### config.mk
export PLATFORM = sky130hd
export DESIGN_NAME = vector_line_generator
export DESIGN_NICKNAME = d
export VERILOG_FILES = /design/src/inc/vector_pkg.sv /design/src/verilog/adder_slices.sv /design/src/verilog/vector_line_generator.sv
export SDC_FILE = /design/constraint.sdc
export NUM_CORES = 1
export LEC_CHECK = 0
export CAP_MARGIN = 20
export CORE_MARGIN = 10
export CORE_UTILIZATION = 45
export DETAILED_ROUTE_END_ITERATION = 8
export DONT_BUFFER_PORTS = 1
export GPL_TIMING_DRIVEN = 0
export SYNTH_ARGS = -nofsm -noshare
export SYNTH_HDL_FRONTEND = slang
export SYNTH_SLANG_ARGS = --single-unit
### constraint.sdc
create_clock -name clk_i -period 16.2 [get_ports clk_i]
set_input_delay 1.62 -clock clk_i [delete_from_list [all_inputs] [get_ports clk_i]]
set_output_delay 1.62 -clock clk_i [all_outputs]
set_load 0.005 [all_outputs]
### src/inc/vector_pkg.sv
// Purpose: Shared constants and microcode for the vector line generator.
// Assumes: 12-bit datapath, 9-bit coordinates, 32-word microprogram.
// Notes: Register offsets are byte addresses on a 32-bit Wishbone bus.
package vector_pkg;

  // ************************************************************
  // Datapath and bank layout
  // ************************************************************
  localparam int DATA_W = 12;
  localparam int COORD_W = 9;
  localparam int WORD_ADDR_W = 14;
  localparam int BIT_SEL_W = 4;
  localparam int PARAM_DEPTH = 11;
  localparam int WORK_DEPTH = 5;
  localparam logic [3:0] IDX_Y = 4'h0;
  localparam logic [3:0] IDX_X = 4'h1;
  localparam logic [3:0] IDX_DOT_COUNT = 4'h2;
  localparam logic [3:0] IDX_DISC = 4'h3;
  localparam logic [3:0] IDX_OCT = 4'h4;
  localparam logic [3:0] IDX_OVF = 4'h5;
  localparam logic [3:0] IDX_XINC = 4'h6;
  localparam logic [3:0] IDX_YINC = 4'h7;
  localparam logic [3:0] IDX_DOTINC = 4'h8;
  localparam logic [3:0] IDX_STEP_NEG = 4'h9;
  localparam logic [3:0] IDX_STEP_POS = 4'ha;
  localparam logic [11:0] OVF_CONST = 12'he00;
  localparam logic [11:0] DOT_INC_CONST = 12'h001;

  // ************************************************************
  // Register map
  // ************************************************************
  localparam logic [7:0] PARAM_BASE = 8'h00;
  localparam logic [7:0] CTRL_OFS = 8'h40;
  localparam logic [7:0] STATUS_OFS = 8'h44;
  localparam logic [7:0] DOT_OFS = 8'h48;
  localparam int CTRL_DRAW_BIT = 0;
  localparam int CTRL_VALUE_BIT = 1;
  localparam logic CTRL_VALUE_RST = 1'b1;
  localparam logic [11:0] PARAM_RST = 12'h000;

  // ************************************************************
  // Microword layout and opcodes
  // ************************************************************
  localparam int UWORD_W = 16;
  localparam int PC_W = 5;
  localparam logic [PC_W-1:0] PC_START = 5'h00;
  localparam logic [7:0] OP_NOP = 8'h00;
  localparam logic [7:0] OP_CLRDRAW = 8'h01;
  localparam logic [7:0] OP_JND = 8'h02;
  localparam logic [7:0] OP_JMP = 8'h03;
  localparam logic [7:0] OP_JC = 8'h04;
  localparam logic [7:0] OP_JS = 8'h05;
  localparam logic [7:0] OP_LOAD = 8'h10;
  localparam logic [7:0] OP_ADD = 8'h11;
  localparam logic [7:0] OP_TEST = 8'h12;
  localparam logic [7:0] OP_STX = 8'h20;
  localparam logic [7:0] OP_STY = 8'h21;
  localparam logic [UWORD_W-1:0] UWORD_NOP = 16'h0000;

  typedef enum logic [1:0] {
    PH_DECODE = 2'b01,
    PH_WRITE = 2'b10
  } phase_t;

  typedef enum logic [2:0] {
    WR_IDLE = 3'b001,
    WR_SETUP = 3'b010,
    WR_PULSE = 3'b100
  } wr_state_t;

  // Low byte: working index in the high nibble, parameter index low
  function automatic logic [UWORD_W-1:0] ucode_rom(
    input logic [PC_W-1:0] pc
  );
    logic [UWORD_W-1:0] w;
    w = UWORD_NOP;
    case (pc)
      5'h00: w = {OP_CLRDRAW, 8'h00};
      5'h01: w = {OP_JND, 8'h01};
      5'h02: w = {OP_LOAD, 8'h00};
      5'h03: w = {OP_LOAD, 8'h11};
      5'h04: w = {OP_LOAD, 8'h22};
      5'h05: w = {OP_LOAD, 8'h33};
      5'h06: w = {OP_LOAD, 8'h44};
      5'h07: w = {OP_TEST, 8'h15};
      5'h08: w = {OP_JC, 8'h0d};
      5'h09: w = {OP_TEST, 8'h05};
      5'h0a: w = {OP_JC, 8'h0d};
      5'h0b: w = {OP_STX, 8'h00};
      5'h0c: w = {OP_STY, 8'h00};
      5'h0d: w = {OP_ADD, 8'h28};
      5'h0e: w = {OP_JC, 8'h00};
      5'h0f: w = {OP_TEST, 8'h4b};
      5'h10: w = {OP_JS, 8'h13};
      5'h11: w = {OP_ADD, 8'h16};
      5'h12: w = {OP_JMP, 8'h14};
      5'h13: w = {OP_ADD, 8'h07};
      5'h14: w = {OP_TEST, 8'h3b};
      5'h15: w = {OP_JS, 8'h1d};
      5'h16: w = {OP_ADD, 8'h3a};
      5'h17: w = {OP_TEST, 8'h4b};
      5'h18: w = {OP_JS, 8'h1b};
      5'h19: w = {OP_ADD, 8'h07};
      5'h1a: w = {OP_JMP, 8'h07};
      5'h1b: w = {OP_ADD, 8'h16};
      5'h1c: w = {OP_JMP, 8'h07};
      5'h1d: w = {OP_ADD, 8'h39};
      5'h1e: w = {OP_JMP, 8'h07};
      default: w = UWORD_NOP;
    endcase
    return w;
  endfunction : ucode_rom

endpackage : vector_pkg

### src/verilog/adder_slices.sv
// Purpose: 12-bit adder built from three 4-bit slices.
// Assumes: Purely combinational; caller latches the result.
// Notes: Sum leaves inverted, as the result latch expects.
`timescale 1ns/1ps
module adder_slices #(
  parameter int SLICES = 3
) (
  input wire logic [4*SLICES-1:0] a_i,
  input wire logic [4*SLICES-1:0] b_i,
  output logic [4*SLICES-1:0] sum_n_o,
  output logic carry_o
);
  logic [SLICES:0] c;
  assign c[0] = 1'b0;
  for (genvar s = 0; s < SLICES; s++) begin : g_slice
    logic [4:0] part;
    assign part = {1'b0, a_i[4*s +: 4]} + {1'b0, b_i[4*s +: 4]}
      + {4'h0, c[s]};
    assign sum_n_o[4*s +: 4] = ~part[3:0];
    assign c[s+1] = part[4];
  end
  assign carry_o = c[SLICES];
endmodule : adder_slices

### src/verilog/vector_line_generator.sv
// Purpose: Microsequenced incremental vector generator with dot writer.
// Assumes: One 50 MHz clock, synchronous active-high reset, Wishbone.
// Notes: Each microinstruction takes a decode and a write clock.
`timescale 1ns/1ps
module vector_line_generator (
  input wire logic clk_i,
  input wire logic rst_i,
  input wire logic wb_cyc_i,
  input wire logic wb_stb_i,
  input wire logic wb_we_i,
  input wire logic [7:0] wb_adr_i,
  input wire logic [3:0] wb_sel_i,
  input wire logic [31:0] wb_dat_i,
  output logic [31:0] wb_dat_o,
  output logic wb_ack_o,
  output logic [vector_pkg::WORD_ADDR_W-1:0] disp_addr_o,
  output logic [15:0] disp_bit_mask_o,
  output logic disp_bit_val_o,
  output logic disp_we_o
);
  import vector_pkg::*;

  // ************************************************************
  // Storage and sequencer state
  // ************************************************************
  logic [DATA_W-1:0] param_reg [0:PARAM_DEPTH-1];
  logic [DATA_W-1:0] work_reg [0:WORK_DEPTH-1];
  phase_t phase_reg;
  wr_state_t wr_reg;
  logic [PC_W-1:0] pc_reg;
  logic [UWORD_W-1:0] ir_reg, pre_ir_reg;
  logic [DATA_W-1:0] res_n_reg;
  logic block_reg, carry_reg, sign_reg, wb_pend_reg;
  logic [3:0] wb_idx_reg;
  logic [COORD_W-1:0] x_hold_reg, y_hold_reg;
  logic dot_req_reg, draw_reg, value_reg;
  logic [7:0] op;
  logic [3:0] wi, pi;
  logic [DATA_W-1:0] a_op, b_op, sum_n;
  logic carry, is_jump, cond, execute, jump_take, dot_take, bus_req;
  logic [5:0] wb_word;
  // Fixed entries read back as constants even when written, so software cannot break the check
  function automatic logic [DATA_W-1:0] param_read(input logic [3:0] idx);
    logic [DATA_W-1:0] v;
    v = '0;
    if (idx == IDX_OVF) begin
      v = OVF_CONST;
    end else if (idx == IDX_DOTINC) begin
      v = DOT_INC_CONST;
    end else if (idx < 4'(PARAM_DEPTH)) begin
      v = param_reg[idx];
    end
    return v;
  endfunction : param_read

  // ************************************************************
  // Decode
  // ************************************************************
  always_comb begin
    op = ir_reg[15:8];
    wi = ir_reg[7:4];
    pi = ir_reg[3:0];
    b_op = param_read(pi);
    a_op = '0;
    if (op != OP_LOAD && wi < 4'(WORK_DEPTH)) begin
      a_op = work_reg[wi[2:0]];
    end
    is_jump = (op == OP_JMP) || (op == OP_JC) || (op == OP_JS)
      || (op == OP_JND);
    unique case (op)
      OP_JMP: cond = 1'b1;
      OP_JC: cond = carry_reg;
      OP_JS: cond = sign_reg;
      OP_JND: cond = !draw_reg;
      default: cond = 1'b0;
    endcase
  end
  assign execute = (phase_reg == PH_DECODE) && !block_reg;
  assign jump_take = execute && is_jump && cond;
  assign dot_take = (wr_reg == WR_IDLE) && dot_req_reg;
  adder_slices #(
    .SLICES(3)
  ) u_adder (
    .a_i(a_op),
    .b_i(b_op),
    .sum_n_o(sum_n),
    .carry_o(carry)
  );
  // ************************************************************
  // Microsequencer
  // ************************************************************
  always_ff @(posedge clk_i) begin
    if (rst_i) begin
      phase_reg <= PH_DECODE;
    end else if (phase_reg == PH_DECODE) begin
      phase_reg <= PH_WRITE;
    end else begin
      phase_reg <= PH_DECODE;
    end
  end
  always_ff @(posedge clk_i) begin
    if (rst_i) begin
      pc_reg <= PC_START;
      ir_reg <= UWORD_NOP;
      pre_ir_reg <= UWORD_NOP;
      block_reg <= 1'b0;
    end else if (phase_reg == PH_DECODE) begin
      pre_ir_reg <= ucode_rom(pc_reg);
      if (jump_take) begin
        pc_reg <= ir_reg[PC_W-1:0];
        block_reg <= 1'b1;
      end else begin
        pc_reg <= pc_reg + 5'h01;
        block_reg <= 1'b0;
      end
    end else begin
      ir_reg <= pre_ir_reg;
    end
  end
  // Flags change only on add and test, so jumps see the last compare
  always_ff @(posedge clk_i) begin
    if (rst_i) begin
      res_n_reg <= '1;
      carry_reg <= 1'b0;
      sign_reg <= 1'b0;
      wb_pend_reg <= 1'b0;
      wb_idx_reg <= 4'h0;
    end else if (execute) begin
      wb_pend_reg <= (op == OP_ADD) || (op == OP_LOAD);
      wb_idx_reg <= wi;
      if (op == OP_ADD || op == OP_LOAD || op == OP_TEST) begin
        res_n_reg <= sum_n;
      end
      if (op == OP_ADD || op == OP_TEST) begin
        carry_reg <= carry;
        sign_reg <= ~sum_n[DATA_W-1];
      end
    end else if (phase_reg == PH_WRITE) begin
      wb_pend_reg <= 1'b0;
    end
  end
  always_ff @(posedge clk_i) begin
    if (rst_i) begin
      for (int i = 0; i < WORK_DEPTH; i++) begin
        work_reg[i] <= '0;
      end
    end else if (phase_reg == PH_WRITE && wb_pend_reg
        && wb_idx_reg < 4'(WORK_DEPTH)) begin
      work_reg[wb_idx_reg[2:0]] <= ~res_n_reg;
    end
  end
  // Stores are reached only past both range jumps
  always_ff @(posedge clk_i) begin
    if (rst_i) begin
      x_hold_reg <= '0;
      y_hold_reg <= '0;
    end else if (execute && op == OP_STX) begin
      x_hold_reg <= work_reg[IDX_X[2:0]][COORD_W-1:0];
    end else if (execute && op == OP_STY) begin
      y_hold_reg <= work_reg[IDX_Y[2:0]][COORD_W-1:0];
    end
  end
  // A new store in the take cycle wins over the clear
  always_ff @(posedge clk_i) begin
    if (rst_i) begin
      dot_req_reg <= 1'b0;
    end else if (execute && op == OP_STY) begin
      dot_req_reg <= 1'b1;
    end else if (dot_take) begin
      dot_req_reg <= 1'b0;
    end
  end

  // ************************************************************
  // Display write machine
  // ************************************************************
  always_ff @(posedge clk_i) begin
    if (rst_i) begin
      wr_reg <= WR_IDLE;
      disp_addr_o <= '0;
      disp_bit_mask_o <= '0;
      disp_bit_val_o <= 1'b0;
      disp_we_o <= 1'b0;
    end else begin
      unique case (wr_reg)
        WR_IDLE: begin
          disp_we_o <= 1'b0;
          if (dot_req_reg) begin
            disp_addr_o <= {y_hold_reg, x_hold_reg[8:4]};
            disp_bit_mask_o <= 16'h0001 << x_hold_reg[3:0];
            disp_bit_val_o <= value_reg;
            wr_reg <= WR_SETUP;
          end
        end
        WR_SETUP: begin
          disp_we_o <= 1'b1;
          wr_reg <= WR_PULSE;
        end
        WR_PULSE: begin
          disp_we_o <= 1'b0;
          wr_reg <= WR_IDLE;
        end
        default: begin
          disp_we_o <= 1'b0;
          wr_reg <= WR_IDLE;
        end
      endcase
    end
  end

  // ************************************************************
  // Wishbone slave
  // ************************************************************
  assign bus_req = wb_cyc_i && wb_stb_i && !wb_ack_o;
  assign wb_word = wb_adr_i[7:2];
  always_ff @(posedge clk_i) begin
    if (rst_i) begin
      wb_ack_o <= 1'b0;
    end else begin
      wb_ack_o <= bus_req;
    end
  end
  always_ff @(posedge clk_i) begin
    if (rst_i) begin
      for (int i = 0; i < PARAM_DEPTH; i++) begin
        param_reg[i] <= PARAM_RST;
      end
    end else if (bus_req && wb_we_i && wb_adr_i < 8'(4 * PARAM_DEPTH)) begin
      if (wb_sel_i[0]) begin
        param_reg[wb_word[3:0]][7:0] <= wb_dat_i[7:0];
      end
      if (wb_sel_i[1]) begin
        param_reg[wb_word[3:0]][11:8] <= wb_dat_i[11:8];
      end
    end
  end
  // Host set wins over the microcode clear in the same cycle
  always_ff @(posedge clk_i) begin
    if (rst_i) begin
      draw_reg <= 1'b0;
      value_reg <= CTRL_VALUE_RST;
    end else if (bus_req && wb_we_i && wb_adr_i == CTRL_OFS
        && wb_sel_i[0]) begin
      value_reg <= wb_dat_i[CTRL_VALUE_BIT];
      if (wb_dat_i[CTRL_DRAW_BIT]) begin
        draw_reg <= 1'b1;
      end else if (execute && op == OP_CLRDRAW) begin
        draw_reg <= 1'b0;
      end
    end else if (execute && op == OP_CLRDRAW) begin
      draw_reg <= 1'b0;
    end
  end
  always_ff @(posedge clk_i) begin
    if (rst_i) begin
      wb_dat_o <= '0;
    end else if (bus_req && !wb_we_i) begin
      wb_dat_o <= '0;
      if (wb_adr_i < 8'(4 * PARAM_DEPTH)) begin
        wb_dat_o <= {20'h00000, param_read(wb_word[3:0])};
      end else if (wb_adr_i == CTRL_OFS) begin
        wb_dat_o <= {30'h00000000, value_reg, draw_reg};
      end else if (wb_adr_i == STATUS_OFS) begin
        wb_dat_o <= {19'h00000, pc_reg, 4'h0, sign_reg, carry_reg,
          dot_req_reg, (pc_reg > 5'h02)};
      end else if (wb_adr_i == DOT_OFS) begin
        wb_dat_o <= {7'h00, y_hold_reg, 7'h00, x_hold_reg};
      end
    end
  end
endmodule : vector_line_generator

==> flow_results.xml, run 1 <==
<?xml version="1.0" encoding="UTF-8"?>
<metrics>
  <group name="route">
    <metric name="drt_first_iter_violations" unit="">1507</metric>
    <metric name="drt_pass1_iterations" unit="">5</metric>
    <metric name="wl_per_cell" unit="um">24.4</metric>
    <metric name="vias" unit="">13300</metric>
    <metric name="vias_per_cell" unit="">5.79</metric>
    <metric name="antenna_violating_nets_post_route" unit="">0</metric>
    <metric name="drc" unit="">0</metric>
    <metric name="detail_route.wirelength" unit="um">56100</metric>
  </group>
  <group name="clock_network">
    <metric name="htree_num_levels" unit="">2</metric>
    <metric name="ctsLongestPathBuffers" unit="">3</metric>
    <metric name="number_of_post_cts_setup_repair_buffers" unit="">0</metric>
    <metric name="cts_resized" unit="">0</metric>
    <metric name="clk_latency" unit="ns">0.59</metric>
    <metric name="cts_hold_repair.buffers" unit="">0</metric>
    <metric name="worst_setup_hold_path_clk_slew" unit="ns">0.06</metric>
    <metric name="numCtsBuffers" unit="">46</metric>
    <metric name="clock_sink_count" unit="">424</metric>
    <metric name="cts_tree" unit="">built</metric>
    <metric name="root_cell_of_the_clock_tree" unit="">sky130_fd_sc_hd__clkbuf_16</metric>
  </group>
  <group name="sta">
    <metric name="max_freq" unit="GHz">0.156</metric>
    <metric name="setup_violation_total_in_the_final_timing_report" unit="">0</metric>
    <metric name="min_period_over_period" unit="%">39.5</metric>
    <metric name="finalMaxSlewViolations" unit="">0</metric>
    <metric name="worst_clock_skew" unit="ns">0.0235</metric>
    <metric name="worstMarginPinSlew" unit="ns">1.17</metric>
    <metric name="report.final.hold_viol_count" unit="">0</metric>
    <metric name="layout_min_cycle_time" unit="ns">6.40</metric>
    <metric name="final.setup.tns" unit="ns">0</metric>
    <metric name="setup_repair_after_global_routing_missed_its_margin" unit="">no</metric>
    <metric name="max_slew_margin" unit="%">21.8</metric>
  </group>
  <group name="global_route">
    <metric name="use_met2" unit="%">36.0</metric>
    <metric name="globalRouteOverflowTotal" unit="">0</metric>
    <metric name="grt.busiest_layer" unit="">met2</metric>
    <metric name="grt_pass1_vias" unit="">13300</metric>
    <metric name="globalRouteMet3Util" unit="%">4.79</metric>
    <metric name="groute.usage.overall" unit="%">21.9</metric>
    <metric name="antenna_found_initial" unit="">1</metric>
    <metric name="globalRouteMet1Util" unit="%">27.7</metric>
    <metric name="largest_net_degree_at_the_start_of_global_routing" unit="">14</metric>
    <metric name="grt_pass1_wl" unit="um">83400</metric>
  </group>
  <group name="power">
    <metric name="power.density" unit="nW/um^2">112</metric>
    <metric name="power.ir.vdd_worst" unit="V">0.0000708</metric>
    <metric name="leakage" unit="nW">7.93</metric>
  </group>
  <group name="critical_path">
    <metric name="critical-path-top-delay-family" unit="">adder cells</metric>
    <metric name="critical_path_arrival" unit="ns">6.88</metric>
    <metric name="worst_r2r_endpoint" unit="">res_n_reg[10]$_SDFFE_PP1P_</metric>
    <metric name="critical_path_class" unit="">reg -&gt; reg</metric>
    <metric name="crit_top_cell" unit="">sky130_fd_sc_hd__fa_1</metric>
    <metric name="maximum_fanout_along_the_worst_path" unit="">10</metric>
    <metric name="cp_num_buf_inv" unit="">2</metric>
    <metric name="regToRegSetupSlack" unit="ns">9.80</metric>
    <metric name="cpMaxStageDelayCell" unit="">sky130_fd_sc_hd__buf_1</metric>
    <metric name="critical_path.endpoint_type" unit="">flop</metric>
    <metric name="reg2reg_path_depth" unit="">18</metric>
    <metric name="timing.critical_path.cells" unit="">buf_2 &gt; buf_1 &gt; mux4_2 &gt; a21oi_1 &gt; o31ai_1 &gt; ha_1 &gt; fa_1 &gt; a21o_1 &gt; a21o_1 &gt; fa_1 &gt; fa_1 &gt; a21o_1 &gt; a21o_1 &gt; fa_1 &gt; fa_1 &gt; xor2_1 &gt; nor2_1 &gt; a211o_1</metric>
    <metric name="timing.critical_path.slowest_cell_delay" unit="ns">0.91</metric>
    <metric name="worst-endpoint-required" unit="ns">16.68</metric>
    <metric name="crit_path_start_kind" unit="">flop</metric>
  </group>
  <group name="final_layout">
    <metric name="most_frequent_cells_in_the_layout" unit="">276 x sky130_fd_sc_hd__edfxtp_1, 265 x sky130_fd_sc_hd__nor2_1, 154 x sky130_fd_sc_hd__nand2_1</metric>
    <metric name="largest_register_ff_count" unit="">192</metric>
    <metric name="final_cells" unit="">2298</metric>
    <metric name="n_antenna_cell" unit="">0</metric>
    <metric name="layout_commonest_cell" unit="">sky130_fd_sc_hd__edfxtp_1</metric>
    <metric name="net_count_final" unit="">1798</metric>
    <metric name="syn_to_final_growth" unit="%">13.3</metric>
    <metric name="layout-drive-gt1-share" unit="%">13.5</metric>
    <metric name="layout.core_utilization" unit="%">52.0</metric>
  </group>
  <group name="synth">
    <metric name="ys_seq_elements" unit="">424</metric>
    <metric name="synth.yosys.warnings" unit="">0</metric>
    <metric name="synthesized_cell_area" unit="um^2">19400</metric>
    <metric name="sequential_fraction_of_the_synthesis_area" unit="%">58.0</metric>
    <metric name="postSynth.topFlopCell" unit="">sky130_fd_sc_hd__edfxtp_1</metric>
    <metric name="syn_avg_cell_area" unit="um^2">12.3</metric>
    <metric name="synth_cells" unit="">1570</metric>
    <metric name="asyncSetResetFlopFracSynth" unit="%">0</metric>
    <metric name="synthDistinctLibCells" unit="">74</metric>
    <metric name="synth_enable_flop_cells" unit="">276</metric>
  </group>
  <group name="job">
    <metric name="maxCapViolCount" unit="">0</metric>
  </group>
  <group name="place">
    <metric name="post-dp-hpwl" unit="um">40200</metric>
    <metric name="finalWeightedCongestion" unit="">0.924</metric>
    <metric name="placement.io_buffers" unit="">0</metric>
    <metric name="placed_cells" unit="">2214</metric>
  </group>
  <group name="worst_hold_path">
    <metric name="hold_path_start" unit="">pre_ir_reg[13]$_SDFFE_PP0P_</metric>
    <metric name="whs_endpoint" unit="">ir_reg[13]$_SDFFE_PP0N_</metric>
    <metric name="hold_depth" unit="">2</metric>
    <metric name="min_path_type" unit="">reg -&gt; reg</metric>
  </group>
  <group name="die">
    <metric name="fp.coreArea" unit="um^2">42200</metric>
    <metric name="die_w" unit="um">228</metric>
    <metric name="row_count" unit="">75</metric>
    <metric name="start_util" unit="%">45.9</metric>
    <metric name="io_pins" unit="">114</metric>
    <metric name="die_area" unit="um^2">51800</metric>
    <metric name="fp.dieH" unit="um">228</metric>
  </group>
  <group name="status">
    <metric name="outcome" unit="">finished clean</metric>
  </group>
</metrics>
## per-stage QoR
stage | hold slack (ns) | setup WS, ns | power (mW) | area [um^2]
2_1_floorplan | 0.417 | 10.76 | 1.35 | 19800
3_3_place_gp | 0.428 | 9.84 | 1.41 | 20500
3_5_place_dp | 0.452 | 9.78 | 1.41 | 20500
4_1_cts | 0.452 | 9.75 | 2.48 | 22000
5_1_grt | 0.483 | 9.60 | 2.54 | 22000
6_report | 0.457 | 9.80 | 2.47 | 22000
## per-layer routing
layer | vias up | wire, um
met5 | - | 0
met4 | 0 | 1850
met3 | 113 | 4610
met2 | 546 | 26900
met1 | 6665 | 22700
li1 | 5991 | -
## cells by family after synthesis
group                      Yosys count  share of synthesized area, %
DFF                                424                          58.0
buffers and inverters              151                          3.43
AOI/OAI and AO/OA                  237                          8.03
muxes                              164                          15.4
xor gates and xnor gates             7                         0.316
and+or+nand+nor                    560                          12.9
adders and majority gates           26                          1.87
other                                1                        0.0193
## area by class of cell
class / instances / area [um^2]
clock inverters: 21 / 263
clock buffers: 63 / 1260
well taps: 539 / 674
plain buffers: 112 / 518
inverters: 39 / 146
flip-flops and latches: 424 / 11300
fillers: 3708 / 20300
multi-input cells: 1100 / 7860
## worst max-delay path by stage
stage / start / to / slack [ns] / cells past startpoint
after detailed placement: flop / res_n_reg[10]$_SDFFE_PP1P_ / 9.78 / 18
after global placement: flop / res_n_reg[10]$_SDFFE_PP1P_ / 9.84 / 18
final: flop / res_n_reg[10]$_SDFFE_PP1P_ / 9.80 / 18
after floorplan: flop / res_n_reg[10]$_SDFFE_PP1P_ / 10.76 / 18
after CTS: flop / res_n_reg[10]$_SDFFE_PP1P_ / 9.75 / 18
after global routing: flop / res_n_reg[10]$_SDFFE_PP1P_ / 9.60 / 18
## cells in the mapped netlist (4+ instances only)
| library cell | n | share of area [%] |
|---|---|---|
| sky130_fd_sc_hd__a22oi_1 | 16 | 0.62 |
| sky130_fd_sc_hd__dfxtp_1 | 148 | 15 |
| sky130_fd_sc_hd__fa_1 | 5 | 0.52 |
| sky130_fd_sc_hd__a31oi_1 | 6 | 0.19 |
| sky130_fd_sc_hd__buf_4 | 16 | 0.62 |
| sky130_fd_sc_hd__a211oi_1 | 8 | 0.31 |
| sky130_fd_sc_hd__nor3_1 | 13 | 0.34 |
| sky130_fd_sc_hd__a211o_1 | 14 | 0.63 |
| sky130_fd_sc_hd__nor3b_1 | 14 | 0.54 |
| sky130_fd_sc_hd__o211ai_1 | 13 | 0.50 |
| sky130_fd_sc_hd__edfxtp_1 | 276 | 43 |
| sky130_fd_sc_hd__nand4_1 | 19 | 0.61 |
| sky130_fd_sc_hd__mux2i_1 | 50 | 2.6 |
| sky130_fd_sc_hd__xnor2_1 | 4 | 0.18 |
| sky130_fd_sc_hd__a21o_1 | 26 | 1.0 |
| sky130_fd_sc_hd__a21oi_1 | 85 | 2.2 |
| sky130_fd_sc_hd__a311oi_1 | 5 | 0.23 |
| sky130_fd_sc_hd__buf_2 | 12 | 0.31 |
| sky130_fd_sc_hd__nand2b_1 | 11 | 0.36 |
| sky130_fd_sc_hd__o2111ai_1 | 4 | 0.18 |
| sky130_fd_sc_hd__o21ai_0 | 31 | 0.80 |
| sky130_fd_sc_hd__a221oi_1 | 4 | 0.18 |
| sky130_fd_sc_hd__mux2_2 | 8 | 0.46 |
| sky130_fd_sc_hd__buf_1 | 8 | 0.15 |
| sky130_fd_sc_hd__mux4_2 | 106 | 12 |
| sky130_fd_sc_hd__nor2_1 | 265 | 5.1 |
| sky130_fd_sc_hd__nor2b_1 | 22 | 0.71 |
| sky130_fd_sc_hd__o22ai_1 | 5 | 0.16 |
| sky130_fd_sc_hd__nor4b_1 | 4 | 0.18 |
| sky130_fd_sc_hd__nand3_1 | 20 | 0.52 |
| sky130_fd_sc_hd__clkbuf_1 | 73 | 1.4 |
| sky130_fd_sc_hd__inv_1 | 37 | 0.72 |
| sky130_fd_sc_hd__ha_1 | 21 | 1.4 |
| sky130_fd_sc_hd__nand2_2 | 10 | 0.32 |
| sky130_fd_sc_hd__nand3b_1 | 4 | 0.15 |
| sky130_fd_sc_hd__nand2_1 | 154 | 3.0 |
## power breakdown
part,leakage [nW],internal [mW],total [mW],switching (mW)
registers,4.01,1.18,1.21,0.0228
logic,3.17,0.0694,0.186,0.117
clock network,0.748,0.639,1.07,0.434
total,7.93,1.89,2.47,0.574
## worst reg2reg max path, cell delays in order, from the launching register on
cell	delay [ns]
sky130_fd_sc_hd__dfxtp_1	0.31
sky130_fd_sc_hd__buf_2	0.27
sky130_fd_sc_hd__buf_1	0.91
sky130_fd_sc_hd__mux4_2	0.65
sky130_fd_sc_hd__a21oi_1	0.14
sky130_fd_sc_hd__o31ai_1	0.11
sky130_fd_sc_hd__ha_1	0.27
sky130_fd_sc_hd__fa_1	0.47
sky130_fd_sc_hd__a21o_1	0.17
sky130_fd_sc_hd__a21o_1	0.19
sky130_fd_sc_hd__fa_1	0.47
sky130_fd_sc_hd__fa_1	0.47
sky130_fd_sc_hd__a21o_1	0.18
sky130_fd_sc_hd__a21o_1	0.21
sky130_fd_sc_hd__fa_1	0.48
sky130_fd_sc_hd__fa_1	0.47
sky130_fd_sc_hd__xor2_1	0.18
sky130_fd_sc_hd__nor2_1	0.06
sky130_fd_sc_hd__a211o_1	0.27
No activity file was read; power rests on OpenSTA's default activity.
==> run 2: changes to the inputs <==
- clock period: 16.2 -> 5.4 ns (I/O delays scaled with it)
==> flow_results.xml, run 2 (synthesized netlist as in run 1, its figures left out) <==
<?xml version="1.0" encoding="UTF-8"?>
<metrics>
  <group name="status">
    <metric name="outcome" unit="">finished clean</metric>
  </group>
  <group name="sta">
    <metric name="setup_repair_after_global_routing_missed_its_margin" unit="">no</metric>
    <metric name="setup_violation_total_in_the_final_timing_report" unit="">0</metric>
    <metric name="final.setup.tns" unit="ns">0</metric>
    <metric name="report.final.hold_viol_count" unit="">0</metric>
    <metric name="worst_clock_skew" unit="ns">0.0190</metric>
    <metric name="layout_min_cycle_time" unit="ns">5.26</metric>
    <metric name="finalMaxSlewViolations" unit="">0</metric>
    <metric name="max_freq" unit="GHz">0.190</metric>
    <metric name="min_period_over_period" unit="%">97.4</metric>
    <metric name="max_slew_margin" unit="%">31.1</metric>
    <metric name="worstMarginPinSlew" unit="ns">1.03</metric>
    <metric name="hold_slack" unit="ns">0.109</metric>
  </group>
  <group name="critical_path">
    <metric name="critical-path-top-delay-family" unit="">adder cells</metric>
    <metric name="timing.critical_path.slowest_cell_delay" unit="ns">0.55</metric>
    <metric name="regToRegSetupSlack" unit="ns">0.14</metric>
    <metric name="critical_path_cell_count" unit="">17</metric>
    <metric name="worstSetupEndpoint" unit="">res_n_reg[10]$_SDFFE_PP1P_</metric>
    <metric name="crit_path_start_kind" unit="">flop</metric>
    <metric name="worst_r2r_endpoint" unit="">res_n_reg[10]$_SDFFE_PP1P_</metric>
    <metric name="timing.critical_path.cells" unit="">buf_12 &gt; buf_12 &gt; mux4_2 &gt; mux4_2 &gt; nor2b_1 &gt; fa_2 &gt; a21o_1 &gt; a21o_1 &gt; fa_2 &gt; fa_2 &gt; a21o_1 &gt; a21o_1 &gt; fa_2 &gt; fa_2 &gt; xor2_1 &gt; nor2_1 &gt; a211o_1</metric>
    <metric name="crit_top_cell" unit="">sky130_fd_sc_hd__fa_2</metric>
    <metric name="maximum_fanout_along_the_worst_path" unit="">10</metric>
    <metric name="cp_num_buf_inv" unit="">2</metric>
    <metric name="critical_path.endpoint_type" unit="">flop</metric>
    <metric name="cpMaxStageDelayCell" unit="">sky130_fd_sc_hd__mux4_2</metric>
    <metric name="reg2reg_path_depth" unit="">17</metric>
    <metric name="critical_path_arrival" unit="ns">5.72</metric>
    <metric name="worst-endpoint-required" unit="ns">5.86</metric>
    <metric name="critical_path_class" unit="">reg -&gt; reg</metric>
  </group>
  <group name="route">
    <metric name="vias" unit="">13300</metric>
    <metric name="drc" unit="">0</metric>
    <metric name="detail_route.wirelength" unit="um">56200</metric>
    <metric name="vias_per_cell" unit="">5.80</metric>
    <metric name="drt_pass1_iterations" unit="">5</metric>
    <metric name="antenna_violating_nets_post_route" unit="">0</metric>
    <metric name="drt_first_iter_violations" unit="">1462</metric>
    <metric name="wl_per_cell" unit="um">24.4</metric>
  </group>
  <group name="place">
    <metric name="post-dp-hpwl" unit="um">40200</metric>
    <metric name="finalWeightedCongestion" unit="">0.923</metric>
    <metric name="dpl-instance-area" unit="um^2">20500</metric>
    <metric name="placement.io_buffers" unit="">0</metric>
  </group>
  <group name="final_layout">
    <metric name="net_count_final" unit="">1800</metric>
    <metric name="layout_commonest_cell" unit="">sky130_fd_sc_hd__edfxtp_1</metric>
    <metric name="largest_register_ff_count" unit="">192</metric>
    <metric name="syn_to_final_growth" unit="%">14.1</metric>
    <metric name="most_frequent_cells_in_the_layout" unit="">276 x sky130_fd_sc_hd__edfxtp_1, 265 x sky130_fd_sc_hd__nor2_1, 154 x sky130_fd_sc_hd__nand2_1</metric>
    <metric name="layout-drive-gt1-share" unit="%">15.1</metric>
    <metric name="n_antenna_cell" unit="">0</metric>
    <metric name="postLayoutCellArea" unit="um^2">22100</metric>
  </group>
  <group name="power">
    <metric name="report.power.total" unit="mW">7.39</metric>
    <metric name="power.ir.vdd_worst" unit="V">0.000239</metric>
    <metric name="power.density" unit="nW/um^2">334</metric>
    <metric name="leakage" unit="nW">7.99</metric>
  </group>
  <group name="clock_network">
    <metric name="htree_num_levels" unit="">2</metric>
    <metric name="root_cell_of_the_clock_tree" unit="">sky130_fd_sc_hd__clkbuf_16</metric>
    <metric name="worst_setup_hold_path_clk_slew" unit="ns">0.06</metric>
    <metric name="ctsLongestPathBuffers" unit="">3</metric>
    <metric name="clk_latency" unit="ns">0.58</metric>
    <metric name="numCtsBuffers" unit="">45</metric>
    <metric name="cts_tree" unit="">built</metric>
    <metric name="clock_sink_count" unit="">424</metric>
  </group>
  <group name="die">
    <metric name="fp.coreArea" unit="um^2">42200</metric>
    <metric name="die_w" unit="um">228</metric>
    <metric name="fp.dieH" unit="um">228</metric>
    <metric name="start_util" unit="%">45.9</metric>
    <metric name="row_count" unit="">75</metric>
    <metric name="die_area" unit="um^2">51800</metric>
    <metric name="io_pins" unit="">114</metric>
  </group>
  <group name="worst_hold_path">
    <metric name="min_path_type" unit="">in -&gt; reg</metric>
  </group>
  <group name="global_route">
    <metric name="grt_pass1_wl" unit="um">83800</metric>
    <metric name="antenna_found_initial" unit="">0</metric>
    <metric name="globalRouteOverflowTotal" unit="">0</metric>
    <metric name="largest_net_degree_at_the_start_of_global_routing" unit="">15</metric>
    <metric name="grt_pass1_vias" unit="">13100</metric>
    <metric name="groute.usage.overall" unit="%">21.9</metric>
  </group>
  <group name="job">
    <metric name="maxCapViolCount" unit="">0</metric>
  </group>
</metrics>
run 2: area by class of cell:
cell class / instances / area (um^2)
Inverter: 39 / 146
Timing Repair Buffer: 6 / 62.6
Fill cell: 3709 / 20100
Clock buffer: 65 / 1320
Multi-Input combinational cell: 1100 / 7900
Tap cell: 539 / 674
Clock inverter: 18 / 204
Buffer: 109 / 569
Sequential cell: 424 / 11300
run 2: timing repair:
| action | in CTS | in global routing |
|---|---|---|
| setup endpoints to repair | 6 | 4 |
| resized for setup | 34 | 8 |
| hold buffers | 0 | 0 |
| gates cloned | 0 | 1 |
| buffers inserted | 3 | 2 |
| pin swaps | 2 | 9 |
run 2: stage by stage:
stage	std cells	worst slack, ns	util, %
floorplan	1675	0.0221	-
global placement	2214	-0.859	48.4
detailed placement	2214	-0.913	48.4
CTS	2297	0.00350	52.2
global route	2300	0.0220	52.4
finish	2300	0.140	52.4
run 2: where the power goes:
part	switching (mW)	total [mW]	internal [mW]	leakage [nW]
logic	0.353	0.572	0.219	3.23
clock network	1.30	3.20	1.89	0.751
registers	0.0713	3.63	3.55	4.01
total	1.73	7.39	5.67	7.99
run 2: routing by layer:
metal  up-vias  routed length (um)  GRT usage (%)  share of wire, %
met5         -                   0              0                 0
met4         0                1510           6.71               2.7
met3       102                4970           5.39               8.8
met2       575               26400           35.0                47
met1      6683               23300           28.8                41
li1       5978                   -              -                 -
run 2: worst min path at each step:
stage | from | endpoint | slack (ns) | cells after the start
after floorplan | wr_reg[0]$_SDFFE_PP1P_ | wr_reg[2]$_SDFFE_PP0P_ | 0.42 | 1
after global placement | wr_reg[0]$_SDFFE_PP1P_ | wr_reg[2]$_SDFFE_PP0P_ | 0.43 | 1
after detailed placement | wr_reg[0]$_SDFFE_PP1P_ | wr_reg[2]$_SDFFE_PP0P_ | 0.44 | 1
after CTS | wb_dat_i[1] | value_reg$_SDFFE_PP1P_ | 0.09 | 2
after global routing | wb_dat_i[1] | value_reg$_SDFFE_PP1P_ | 0.10 | 2
final | wb_dat_i[1] | value_reg$_SDFFE_PP1P_ | 0.11 | 2
